### config.mk
export PLATFORM = sky130hd
export DESIGN_NAME = timed_write_unlock
export DESIGN_NICKNAME = d
export VERILOG_FILES = /design/src/timed_unlock_pkg.sv /design/src/timed_write_unlock.sv /design/src/unlock_sequencer.sv
export SDC_FILE = /design/constraint.sdc
export NUM_CORES = 1
export LEC_CHECK = 0
export ABC_AREA = 1
export ABC_CLOCK_PERIOD_IN_PS = 1450
export BUFFER_PORTS_ARGS = -buffer_cell sky130_fd_sc_hd__buf_4
export CORE_MARGIN = 1
export CORE_UTILIZATION = 46
export CTS_CLUSTER_SIZE = 30
export DETAILED_ROUTE_END_ITERATION = 7
export GPL_ROUTABILITY_DRIVEN = 0
export GPL_TIMING_DRIVEN = 0
export PLACE_DENSITY = 0.91
export SLEW_MARGIN = 20
export SYNTH_ARGS = -nofsm -noshare
export SYNTH_HDL_FRONTEND = slang
export SYNTH_SLANG_ARGS = --single-unit
### constraint.sdc
create_clock -name mclk -period 1.45 [get_ports mclk]
set_input_delay 0.29 -clock mclk [delete_from_list [all_inputs] [get_ports mclk]]
set_output_delay 0.29 -clock mclk [all_outputs]
set_load 0.05 [all_outputs]
### src/timed_unlock_pkg.sv
// constants for the timed write unlock gate
package timed_unlock_pkg;

  // ----------------------------------------------------------------
  // register indices (byte address is four times the index)
  // ----------------------------------------------------------------
  localparam logic [7:0] IDX_UNLOCK_KEY    = 8'hC7;
  localparam logic [7:0] IDX_WATCHDOG_CTRL = 8'hD8;
  localparam logic [7:0] IDX_EXT_FLAG      = 8'h40;
  localparam logic [7:0] IDX_UNLOCK_STATUS = 8'h41;

  // ----------------------------------------------------------------
  // key bytes
  // ----------------------------------------------------------------
  localparam logic [7:0] KEY_FIRST  = 8'hAA;
  localparam logic [7:0] KEY_SECOND = 8'h55;

  // ----------------------------------------------------------------
  // field positions
  // ----------------------------------------------------------------
  localparam int POS_WD_RESTART = 0;
  localparam int POS_WD_ENABLE  = 1;
  localparam int POS_WD_IRQ     = 3;
  localparam int POS_POR_FLAG   = 6;
  localparam int POS_BANDGAP    = 0;
  localparam int POS_ST_OPEN    = 0;
  localparam int POS_ST_ARMED   = 1;

  localparam logic [7:0] WATCHDOG_CONTROL_REG_PROT_MASK = 8'h4B;
  localparam logic [7:0] EXTENDED_FLAG_REG_PROT_MASK  = 8'h01;

  // ----------------------------------------------------------------
  // reset values
  // ----------------------------------------------------------------
  localparam logic [7:0] WATCHDOG_CONTROL_REG_RESET = 8'h00;
  localparam logic [7:0] EXTENDED_FLAG_REG_RESET  = 8'h00;

  // ----------------------------------------------------------------
  // timing: window length in instruction cycles, clocks per cycle
  // ----------------------------------------------------------------
  localparam int WINDOW_INSTR_CYCLES = 3;
  localparam int CLOCKS_PER_INSTR    = 4;
  localparam int WINDOW_CLOCKS = WINDOW_INSTR_CYCLES * CLOCKS_PER_INSTR;

  // ----------------------------------------------------------------
  // sequencer states
  // ----------------------------------------------------------------
  typedef enum logic [2:0] {
    SEQ_IDLE  = 3'b001,
    SEQ_ARMED = 3'b010,
    SEQ_OPEN  = 3'b100
  } seq_state_e;

endpackage

### src/timed_write_unlock.sv
// timed write unlock gate with avalon-mm register slave
//
// Added by the designer: the Avalon-MM register port.
`timescale 1ns/1ps
`default_nettype none
// Operation
// key AAh then 55h to key register
// correct key opens three instruction cycle window
// protected write outside window is discarded
// watchdog irq, enable, restart need window
// bandgap select and power-on flag need window
// wrong byte after AAh abandons the sequence; a repeated AAh keeps it armed
module timed_write_unlock #(
  parameter int ADDR_W = 12,
  parameter int CNT_W  = 8
) (
  // clock and reset
  input  wire logic              mclk,
  input  wire logic              resetn,
  // avalon-mm slave
  input  wire logic [ADDR_W-1:0] avs_address,
  input  wire logic              avs_read,
  input  wire logic              avs_write,
  input  wire logic [3:0]        avs_byteenable,
  input  wire logic [31:0]       avs_writedata,
  output logic [31:0]            avs_readdata,
  output logic                   avs_waitrequest,
  // hardware flag sets
  input  wire logic              wdt_irq_set,
  input  wire logic              por_set,
  // protected controls
  output logic [7:0]             watchdog_control_reg,
  output logic [7:0]             extended_flag_reg,
  output logic                   bandgap_select,
  output logic                   watchdog_enable_bit,
  output logic                   watchdog_restart_bit,
  output logic                   watchdog_irq_flag,
  output logic                   por_flag,
  output logic                   unlock_open
);

  initial begin
    if (ADDR_W < 11)
      $error("timed_write_unlock: ADDR_W must be at least 11");
  end

  // ----------------------------------------------------------------
  // helpers
  // ----------------------------------------------------------------
  function automatic logic reg_hit(input logic [ADDR_W-1:0] addr,
                                   input logic [7:0]        idx);
    logic [ADDR_W-1:0] want;
    want = {{(ADDR_W-10){1'b0}}, idx, 2'b00};
    return addr == want;
  endfunction

  function automatic logic [7:0] merge(input logic [7:0] old,
                                       input logic [7:0] wd,
                                       input logic [7:0] ok);
    return (old & ~ok) | (wd & ok);
  endfunction

  // ----------------------------------------------------------------
  // bus handshake: one wait cycle, then accept
  // ----------------------------------------------------------------
  logic        ack_q;
  logic        ack_d;
  logic [31:0] rdata_q;
  logic [31:0] rdata_d;
  logic        wr_take;
  logic        byte0_wr;

  always_comb begin
    ack_d = (avs_read || avs_write) && !ack_q;
  end

  assign avs_waitrequest = (avs_read || avs_write) && !ack_q;
  assign wr_take         = avs_write && ack_q;
  assign byte0_wr        = wr_take && avs_byteenable[0];

  // ----------------------------------------------------------------
  // decode
  // ----------------------------------------------------------------
  logic hit_key;
  logic hit_watchdog_control_reg;
  logic hit_extended_flag_reg;
  logic hit_status;
  logic key_wr;
  logic watchdog_control_reg_wr;
  logic extended_flag_reg_wr;
  logic prot_wr;
  logic armed;
  logic window_open;

  assign hit_key    = reg_hit(avs_address, timed_unlock_pkg::IDX_UNLOCK_KEY);
  assign hit_watchdog_control_reg  = reg_hit(avs_address,
                              timed_unlock_pkg::IDX_WATCHDOG_CTRL);
  assign hit_extended_flag_reg   = reg_hit(avs_address, timed_unlock_pkg::IDX_EXT_FLAG);
  assign hit_status = reg_hit(avs_address,
                              timed_unlock_pkg::IDX_UNLOCK_STATUS);

  assign key_wr   = byte0_wr && hit_key;
  assign watchdog_control_reg_wr = byte0_wr && hit_watchdog_control_reg;
  assign extended_flag_reg_wr  = byte0_wr && hit_extended_flag_reg;
  // a write to a register holding protected bits uses up the window
  assign prot_wr  = watchdog_control_reg_wr || extended_flag_reg_wr;

  // ----------------------------------------------------------------
  // key sequence and window
  // ----------------------------------------------------------------
  unlock_sequencer #(
    .WINDOW_LEN (timed_unlock_pkg::WINDOW_CLOCKS),
    .CNT_W      (CNT_W)
  ) u_seq (
    .mclk        (mclk),
    .resetn      (resetn),
    .key_wr      (key_wr),
    .key_data    (avs_writedata[7:0]),
    .prot_wr     (prot_wr),
    .armed       (armed),
    .window_open (window_open)
  );

  // ----------------------------------------------------------------
  // protected registers
  // ----------------------------------------------------------------
  logic [7:0] watchdog_control_reg_q;
  logic [7:0] watchdog_control_reg_d;
  logic [7:0] extended_flag_reg_q;
  logic [7:0] extended_flag_reg_d;
  logic [7:0] watchdog_control_reg_ok;
  logic [7:0] extended_flag_reg_ok;

  always_comb begin
    // protected bits writable only while the window is open
    watchdog_control_reg_ok = window_open ? 8'hFF
                           : ~timed_unlock_pkg::WATCHDOG_CONTROL_REG_PROT_MASK;
    extended_flag_reg_ok  = window_open ? 8'hFF
                           : ~timed_unlock_pkg::EXTENDED_FLAG_REG_PROT_MASK;
    watchdog_control_reg_d  = watchdog_control_reg_q;
    extended_flag_reg_d   = extended_flag_reg_q;
    // restart bit is a one-cycle request
    watchdog_control_reg_d[timed_unlock_pkg::POS_WD_RESTART] = 1'b0;
    if (watchdog_control_reg_wr) begin
      watchdog_control_reg_d = merge(watchdog_control_reg_q, avs_writedata[7:0], watchdog_control_reg_ok);
      if (!window_open) begin
        watchdog_control_reg_d[timed_unlock_pkg::POS_WD_RESTART] = 1'b0;
      end
    end
    if (extended_flag_reg_wr) begin
      extended_flag_reg_d = merge(extended_flag_reg_q, avs_writedata[7:0], extended_flag_reg_ok);
    end
    // hardware sets win over a clear in the same cycle
    if (wdt_irq_set) begin
      watchdog_control_reg_d[timed_unlock_pkg::POS_WD_IRQ] = 1'b1;
    end
    if (por_set) begin
      watchdog_control_reg_d[timed_unlock_pkg::POS_POR_FLAG] = 1'b1;
    end
  end

  always_ff @(posedge mclk or negedge resetn) begin
    if (!resetn) begin
      watchdog_control_reg_q <= timed_unlock_pkg::WATCHDOG_CONTROL_REG_RESET;
      extended_flag_reg_q  <= timed_unlock_pkg::EXTENDED_FLAG_REG_RESET;
    end else begin
      watchdog_control_reg_q <= watchdog_control_reg_d;
      extended_flag_reg_q  <= extended_flag_reg_d;
    end
  end

  // ----------------------------------------------------------------
  // read data, captured in the wait cycle
  // ----------------------------------------------------------------
  always_comb begin
    rdata_d = 32'h0000_0000;
    if (avs_read && !ack_q) begin
      if (hit_watchdog_control_reg) begin
        rdata_d[7:0] = watchdog_control_reg_q;
      end else if (hit_extended_flag_reg) begin
        rdata_d[7:0] = extended_flag_reg_q;
      end else if (hit_status) begin
        rdata_d[timed_unlock_pkg::POS_ST_OPEN]  = window_open;
        rdata_d[timed_unlock_pkg::POS_ST_ARMED] = armed;
      end
    end
  end

  always_ff @(posedge mclk or negedge resetn) begin
    if (!resetn) begin
      ack_q   <= 1'b0;
      rdata_q <= 32'h0000_0000;
    end else begin
      ack_q   <= ack_d;
      rdata_q <= rdata_d;
    end
  end

  // ----------------------------------------------------------------
  // outputs
  // ----------------------------------------------------------------
  assign avs_readdata         = rdata_q;
  assign watchdog_control_reg = watchdog_control_reg_q;
  assign extended_flag_reg    = extended_flag_reg_q;
  assign bandgap_select       = extended_flag_reg_q[timed_unlock_pkg::POS_BANDGAP];
  assign watchdog_enable_bit  = watchdog_control_reg_q[timed_unlock_pkg::POS_WD_ENABLE];
  assign watchdog_restart_bit = watchdog_control_reg_q[timed_unlock_pkg::POS_WD_RESTART];
  assign watchdog_irq_flag    = watchdog_control_reg_q[timed_unlock_pkg::POS_WD_IRQ];
  assign por_flag             = watchdog_control_reg_q[timed_unlock_pkg::POS_POR_FLAG];
  assign unlock_open          = window_open;

endmodule
`default_nettype wire

### src/unlock_sequencer.sv
// key sequence detector and unlock window timer
`timescale 1ns/1ps
`default_nettype none
module unlock_sequencer #(
  parameter int WINDOW_LEN = timed_unlock_pkg::WINDOW_CLOCKS,
  parameter int CNT_W      = 8
) (
  // clock and reset
  input  wire logic             mclk,
  input  wire logic             resetn,
  // write events
  input  wire logic             key_wr,
  input  wire logic [7:0]       key_data,
  input  wire logic             prot_wr,
  // state
  output logic                  armed,
  output logic                  window_open
);

  initial begin
    if (WINDOW_LEN < 1 || WINDOW_LEN > (1 << CNT_W))
      $error("unlock_sequencer: WINDOW_LEN does not fit CNT_W");
  end

  timed_unlock_pkg::seq_state_e state_q;
  timed_unlock_pkg::seq_state_e state_d;
  logic [CNT_W-1:0]             cnt_q;
  logic [CNT_W-1:0]             cnt_d;

  // ----------------------------------------------------------------
  // next state
  // ----------------------------------------------------------------
  always_comb begin
    state_d = state_q;
    cnt_d   = cnt_q;
    unique case (state_q)
      timed_unlock_pkg::SEQ_IDLE: begin
        if (key_wr && key_data == timed_unlock_pkg::KEY_FIRST) begin
          state_d = timed_unlock_pkg::SEQ_ARMED;
        end
      end
      timed_unlock_pkg::SEQ_ARMED: begin
        if (key_wr) begin
          if (key_data == timed_unlock_pkg::KEY_SECOND) begin
            state_d = timed_unlock_pkg::SEQ_OPEN;
            cnt_d   = CNT_W'(WINDOW_LEN - 1);
          end else if (key_data == timed_unlock_pkg::KEY_FIRST) begin
            state_d = timed_unlock_pkg::SEQ_ARMED;
          end else begin
            state_d = timed_unlock_pkg::SEQ_IDLE;
          end
        end else if (prot_wr) begin
          state_d = timed_unlock_pkg::SEQ_IDLE;
        end
      end
      timed_unlock_pkg::SEQ_OPEN: begin
        if (key_wr && key_data == timed_unlock_pkg::KEY_FIRST) begin
          state_d = timed_unlock_pkg::SEQ_ARMED;
        end else if (prot_wr || key_wr || cnt_q == '0) begin
          // one protected write per window, then closed
          state_d = timed_unlock_pkg::SEQ_IDLE;
        end else begin
          cnt_d = cnt_q - CNT_W'(1);
        end
      end
      default: begin
        state_d = timed_unlock_pkg::SEQ_IDLE;
      end
    endcase
  end

  always_ff @(posedge mclk or negedge resetn) begin
    if (!resetn) begin
      state_q <= timed_unlock_pkg::SEQ_IDLE;
      cnt_q   <= '0;
    end else begin
      state_q <= state_d;
      cnt_q   <= cnt_d;
    end
  end

  assign armed       = (state_q == timed_unlock_pkg::SEQ_ARMED);
  assign window_open = (state_q == timed_unlock_pkg::SEQ_OPEN);

endmodule
`default_nettype wire
======== Yosys cells after proc, flatten, opt, wreduce, memory -nomap -nowiden ========
Cells that the tools add are included.
storage, ports and cells
  bits in registers ....................... 36
  input bits .............................. 54
  output and inout bits ................... 55
  word-level logic and storage cells ...... 77
operators by class
  $add $sub $neg .......................... 1
  equality and inequality tests ........... 16
  mux-type cells .......................... 24
  bitwise operators ....................... 8
  reductions and logical operators ........ 19
operator list
  kind                  count
  $mux 8                6
  $and 8x8->8           4
  $eq 12x10->1 const B  2
  $eq 12x9->1 const B   2
  $mux 3                6
  $not 8->8             2
  $or 8x8->8            2
  $pmux 8 s2            1
  $mux 7                2
  $pmux 3 s3            1
  $eq 8x7->1 const B    1
  $eq 8x8->1 const B    1
  $logic_and 1x1->1     8
  $logic_not 8->1       1
  $sub 8x1->8 const B   1
  $mux 2                3
  $mux 6                1
  $ne 2x1->1 const B    3
  $ne 3x1->1 const B    2
  $reduce_bool 2->1     3
  $reduce_and 5->1      1
  $logic_or 1x1->1      4
  $mux 1                4
  $ne 2x2->1 const B    2
  other kinds (5)       5

======== Logic depth before layout (Yosys ltp) ========
  depth after elaboration ................. 9
  gate-level depth with buffers ........... 10

======== Cells and area by module ========
Synthesis repeated with hierarchy kept, for this count alone.
second synthesis, totals
  cell total of the unflattened synthesis .. 327
  area, all modules ....................... 2,373.5 µm²
by module, submodules not included
  module              instances  cells each  area an instance (µm²)  seq. area each (µm²)
  timed_write_unlock  1          193         1,519.0                 625.6
  unlock_sequencer    1          134         854.6                   276.5

======== Worst setup path after synthesis ========
OpenSTA, ideal clock, no wires.
  path type ............................... register to register
  start ................................... reg u_seq.state_q[1]
  end ..................................... reg u_seq.state_q[1]
  setup time .............................. 0.118 ns
  arrival ................................. 1.321 ns
  required time ........................... 1.332 ns
  path slack .............................. 0.010 ns
  cell stages (with the launch flop) ...... 8
  path buffers ............................ 1
  clock period less this slack ............ 1.440 ns
  cells stage by stage .................... dfrtp_1 -> inv_1 -> nand3_2 -> inv_2 -> nand4_2 -> buf_6 -> nand3_1 -> nand2_1
between the ends
  word-level cells in the longest chain between the ends .. 3
  elaborated cells on any way between the ends .. 8
RTL lines
  element                            RTL line                  source
  start: declaration                 unlock_sequencer.sv:25    timed_unlock_pkg::seq_state_e state_q;
  start signal: assignment           unlock_sequencer.sv:74    state_q <= timed_unlock_pkg::SEQ_IDLE;
  start signal: assignment           unlock_sequencer.sv:77    state_q <= state_d;
  $eq 3x3->1 *                       -
  net unlock_open                    timed_write_unlock.sv:39  output logic unlock_open
  $ne 3x1->1 (no source line)        -
  $reduce_and 3->1 (no source line)  -
The timed path passes the listed nets; every way through them passes the cells marked *.
A chain may end at the register's enable or synchronous reset.

======== Worst setup path in the final report ========
  start ................................... reg u_seq.state_q[1]
  end ..................................... out unlock_open
between the ends
  word-level cells in the longest chain between the ends .. 1
RTL lines
  element           RTL line                  source
  $eq 3x3->1        unlock_sequencer.sv:83    assign window_open = (state_q == timed_unlock_pkg::SEQ_OPEN);
  end: declaration  timed_write_unlock.sv:39
Every way passes these cells.

==> impl_metrics.json <==
{
  "run_status": "finished, violations left",
  "failed_checks": "design-rule violations",
  "synth-seq-area-share_pct": 41.1,
  "start_kind": "flip-flop",
  "die_h_um": 71.1,
  "period_minus_slack_ns": 1.44,
  "finalCoreUtilization_pct": 67.2,
  "area_of_the_die_um2": 5060,
  "worstPathArrival_ns": 1.15,
  "number_of_antenna_violations_at_the_first_check_in_global_routing": 0,
  "port_buffers": 57,
  "num-nets-final": 444,
  "detailedPlace.worstSlack_ns": -0.102,
  "final-max-slew-violation-count": 0,
  "clk_root_buffer_cell": "sky130_fd_sc_hd__clkbuf_8",
  "critical_path_peak_fanout": 6,
  "yosysWarningCount": 0,
  "placed_instance_count": 425,
  "cts-htree-levels": 2,
  "hold_viol": 0,
  "max_slew.worst_pin.slew_ns": 0.550,
  "path_cells": "inv_1, nand3_4, inv_6, buf_8",
  "timing.critical_path.required_ns": 1.16,
  "grt_max_degree": 37,
  "power_per_cell_area_nw_per_um2": 799,
  "filler_cell_count": 343,
  "initial_utilization_pct": 49.1,
  "detail_route.first_pass.iterations": 7,
  "stdcell_count": 441,
  "cts_buffers": 5,
  "yosysUniqueCellTypes": 31,
  "num_antenna_cells": 0,
  "critical-path-top-delay-family": "flip-flops",
  "synth_area_um2": 2200,
  "grt_util_all_layers_pct": 21.8,
  "maxSlewHeadroom_pct": 63.2,
  "grt-ovfl-total": 0,
  "clkTransAtPathRegs_ns": 0.07,
  "grt_pass1_vias": 2055,
  "floorplan.io_pins": 109,
  "worst-path-buf-inv": 3,
  "final_antenna_net_count": 0,
  "vdd_ir_drop_max_mv": 0.543,
  "setup_viol": 0,
  "first_iter_violations": 162,
  "drt-vias-per-instance": 4.82,
  "hold_class": "input port to flip-flop",
  "detail_route.wirelength_um": 5290,
  "cpMaxStageDelayCell": "sky130_fd_sc_hd__dfrtp_1",
  "hold_slack_ns": 0.183,
  "drv.max_cap_violation_count": 0,
  "post_route_cells_drive_above_1_share_pct": 34.4,
  "wire_per_inst_um": 12.0,
  "rsz_0062_raised_after_global_routing": "yes",
  "setup_ws_ns": 0.00818,
  "ys_seq_elements": 36,
  "timing.fmax_mhz": 694,
  "worst_stage_delay_on_the_critical_path_ns": 0.42,
  "std_cell_rows": 24,
  "synthesis.instances": 293,
  "cts.path.max_buffers": 2,
  "final.setup_skew_ns": 0.00434,
  "tritoncts": "built",
  "die_w_um": 71.1,
  "static-leakage-power_uw": 0.00169,
  "multiInputGateArea_um2": 1060,
  "area_growth_pct": 36.8,
  "critical_path_class": "flip-flop to primary output",
  "nature_of_the_critical_path_endpoint": "primary output",
  "clock_sink_count": 36,
  "route.vias.total": 2124,
  "core_region_area_um2": 4470,
  "drc": 6,
  "avgSynthCellArea_um2": 7.50,
  "global_route_wire_length_before_repair_um": 8630,
  "seq_area_um2": 903,
  "clk-insertion-delay-late_ns": 0.29,
  "final_worst_path_cycle_share_pct": 99.4,
  "detailedPlacementHpwl_um": 3810,
  "fin_total_pwr_uw": 2400
}
[per-stage QoR]
stage / setup TNS (ns) / cell area, um2
5_1_grt: -0.200 / 3010
6_report: 0 / 3010
3_3_place_gp: -0.559 / 2780
2_1_floorplan: 0 / 2280
4_1_cts: -0.00534 / 2910
3_5_place_dp: -1.54 / 2780
[path summary, 6_finish.rpt]
| path | startpoint | end | slack [ns] | depth (start not counted) |
|---|---|---|---|---|
| setup / recovery | u_seq.state_q[1] | unlock_open | 0.008 | 4 |
| hold / removal | por_set | watchdog_control_reg[6] | 0.18 | 3 |
| setup reg to reg | u_seq.state_q[2] | u_seq.cnt_q[6] | 0.06 | 7 |
| max in group asynchronous | resetn | u_seq.state_q[0] | 0.60 | 2 |
| min in group asynchronous | resetn | avs_readdata[6] | 0.50 | 2 |
| hold reg to reg | ack_q | ack_q | 0.50 | 1 |
[synthesized netlist by cell type]
library cell                n  area share [%]
sky130_fd_sc_hd__nand4_1    3            0.85
sky130_fd_sc_hd__o21ai_1   13             3.0
sky130_fd_sc_hd__buf_2      1            0.23
sky130_fd_sc_hd__a21oi_1   12             2.7
sky130_fd_sc_hd__nand3_2    1            0.46
sky130_fd_sc_hd__o21bai_1   2            0.68
sky130_fd_sc_hd__o21ai_0    7             1.6
sky130_fd_sc_hd__clkbuf_1   1            0.17
sky130_fd_sc_hd__conb_1     1            0.17
sky130_fd_sc_hd__nor2_1    26             4.4
sky130_fd_sc_hd__nand4_4    1            0.97
sky130_fd_sc_hd__buf_6      1            0.51
sky130_fd_sc_hd__nand4_2    1            0.57
sky130_fd_sc_hd__nand2_2    3            0.85
sky130_fd_sc_hd__nand2_1   79              13
sky130_fd_sc_hd__nor2_4     3             1.5
sky130_fd_sc_hd__clkinv_1   2            0.34
sky130_fd_sc_hd__ha_1       2             1.1
sky130_fd_sc_hd__a31oi_1    1            0.28
sky130_fd_sc_hd__dfrtp_1   35              40
sky130_fd_sc_hd__nor3b_1    2            0.68
sky130_fd_sc_hd__nand3b_1   2            0.68
sky130_fd_sc_hd__dfstp_2    1             1.2
sky130_fd_sc_hd__nand3_1   17             3.9
sky130_fd_sc_hd__xor2_1     1            0.40
sky130_fd_sc_hd__nor3_1     6             1.4
sky130_fd_sc_hd__nor2_2     5             1.4
sky130_fd_sc_hd__nand3_4    1            0.80
sky130_fd_sc_hd__buf_4     29             9.9
sky130_fd_sc_hd__inv_1     29             5.0
sky130_fd_sc_hd__inv_2      5            0.85
[kinds of logic (layout without fill, tap and decap cells)]
logic type | count (synthesis) | count (layout) | share of synthesized area (%)
other cells | 1 | 24 | 0.171
buf+inv | 68 | 141 | 17.0
xor+xnor | 1 | 1 | 0.399
flops | 36 | 36 | 41.1
simple gates | 150 | 150 | 32.0
compound gates | 35 | 35 | 8.26
fa+ha+maj | 2 | 2 | 1.14
[worst min-delay path, stage by stage]
cell and delay (ns):
sky130_fd_sc_hd__buf_4 0.08, sky130_fd_sc_hd__a21oi_1 0.03, sky130_fd_sc_hd__nand2_1 0.04
[where the power goes]
part / internal, uW / switching, uW
Sequential: 1050 / 22.8
Clock: 379 / 358
Combinational: 203 / 393
[routing by layer]
metal | wire length (um) | track usage [%] | part of all wire (%) | vias up
li1 | - | - | - | 1067
met1 | 2040 | 25.1 | 39 | 958
met2 | 2760 | 39.9 | 52 | 90
met3 | 403 | 4.27 | 7.6 | 9
met4 | 84 | 8.44 | 1.6 | 0
met5 | 0 | 0 | 0 | -
[area by class of cell]
class                   count  area share (%)
clock inverters             2           0.333
multi-input cells         212            35.1
plain buffers              32            7.95
repair buffers             65            17.0
flip-flops and latches     36            30.0
inverters                  36            4.66
well taps                  52            2.16
clock buffers               6            2.75
[cells in the final DEF (no fill, tap or decap), types with 3 or more instances in the layout]
| cell | count |
|---|---|
| sky130_fd_sc_hd__clkbuf_8 | 6 |
| sky130_fd_sc_hd__dfrtp_1 | 34 |
| sky130_fd_sc_hd__nand3_1 | 16 |
| sky130_fd_sc_hd__nand2_2 | 3 |
| sky130_fd_sc_hd__nand2_1 | 78 |
| sky130_fd_sc_hd__nor2_4 | 5 |
| sky130_fd_sc_hd__a21oi_1 | 12 |
| sky130_fd_sc_hd__buf_4 | 91 |
| sky130_fd_sc_hd__o21ai_1 | 13 |
| sky130_fd_sc_hd__nor3_1 | 4 |
| sky130_fd_sc_hd__conb_1 | 24 |
| sky130_fd_sc_hd__nor2_2 | 6 |
| sky130_fd_sc_hd__inv_1 | 28 |
| sky130_fd_sc_hd__nor2_1 | 23 |
| sky130_fd_sc_hd__nand4_1 | 3 |
| sky130_fd_sc_hd__inv_2 | 5 |
| sky130_fd_sc_hd__o21ai_0 | 7 |
[timing repair]
item / in CTS / in global routing
setup buffers: 1 / 6
endpoints found under the setup margin: 10 / 23
hold buffers: 1 / 0
gates cloned: 0 / 0
endpoints found under the hold margin: 35 / 0
pin swaps: 1 / 4
gates resized for setup: 7 / 12
Note: power is estimated with default switching activity, not from simulation.
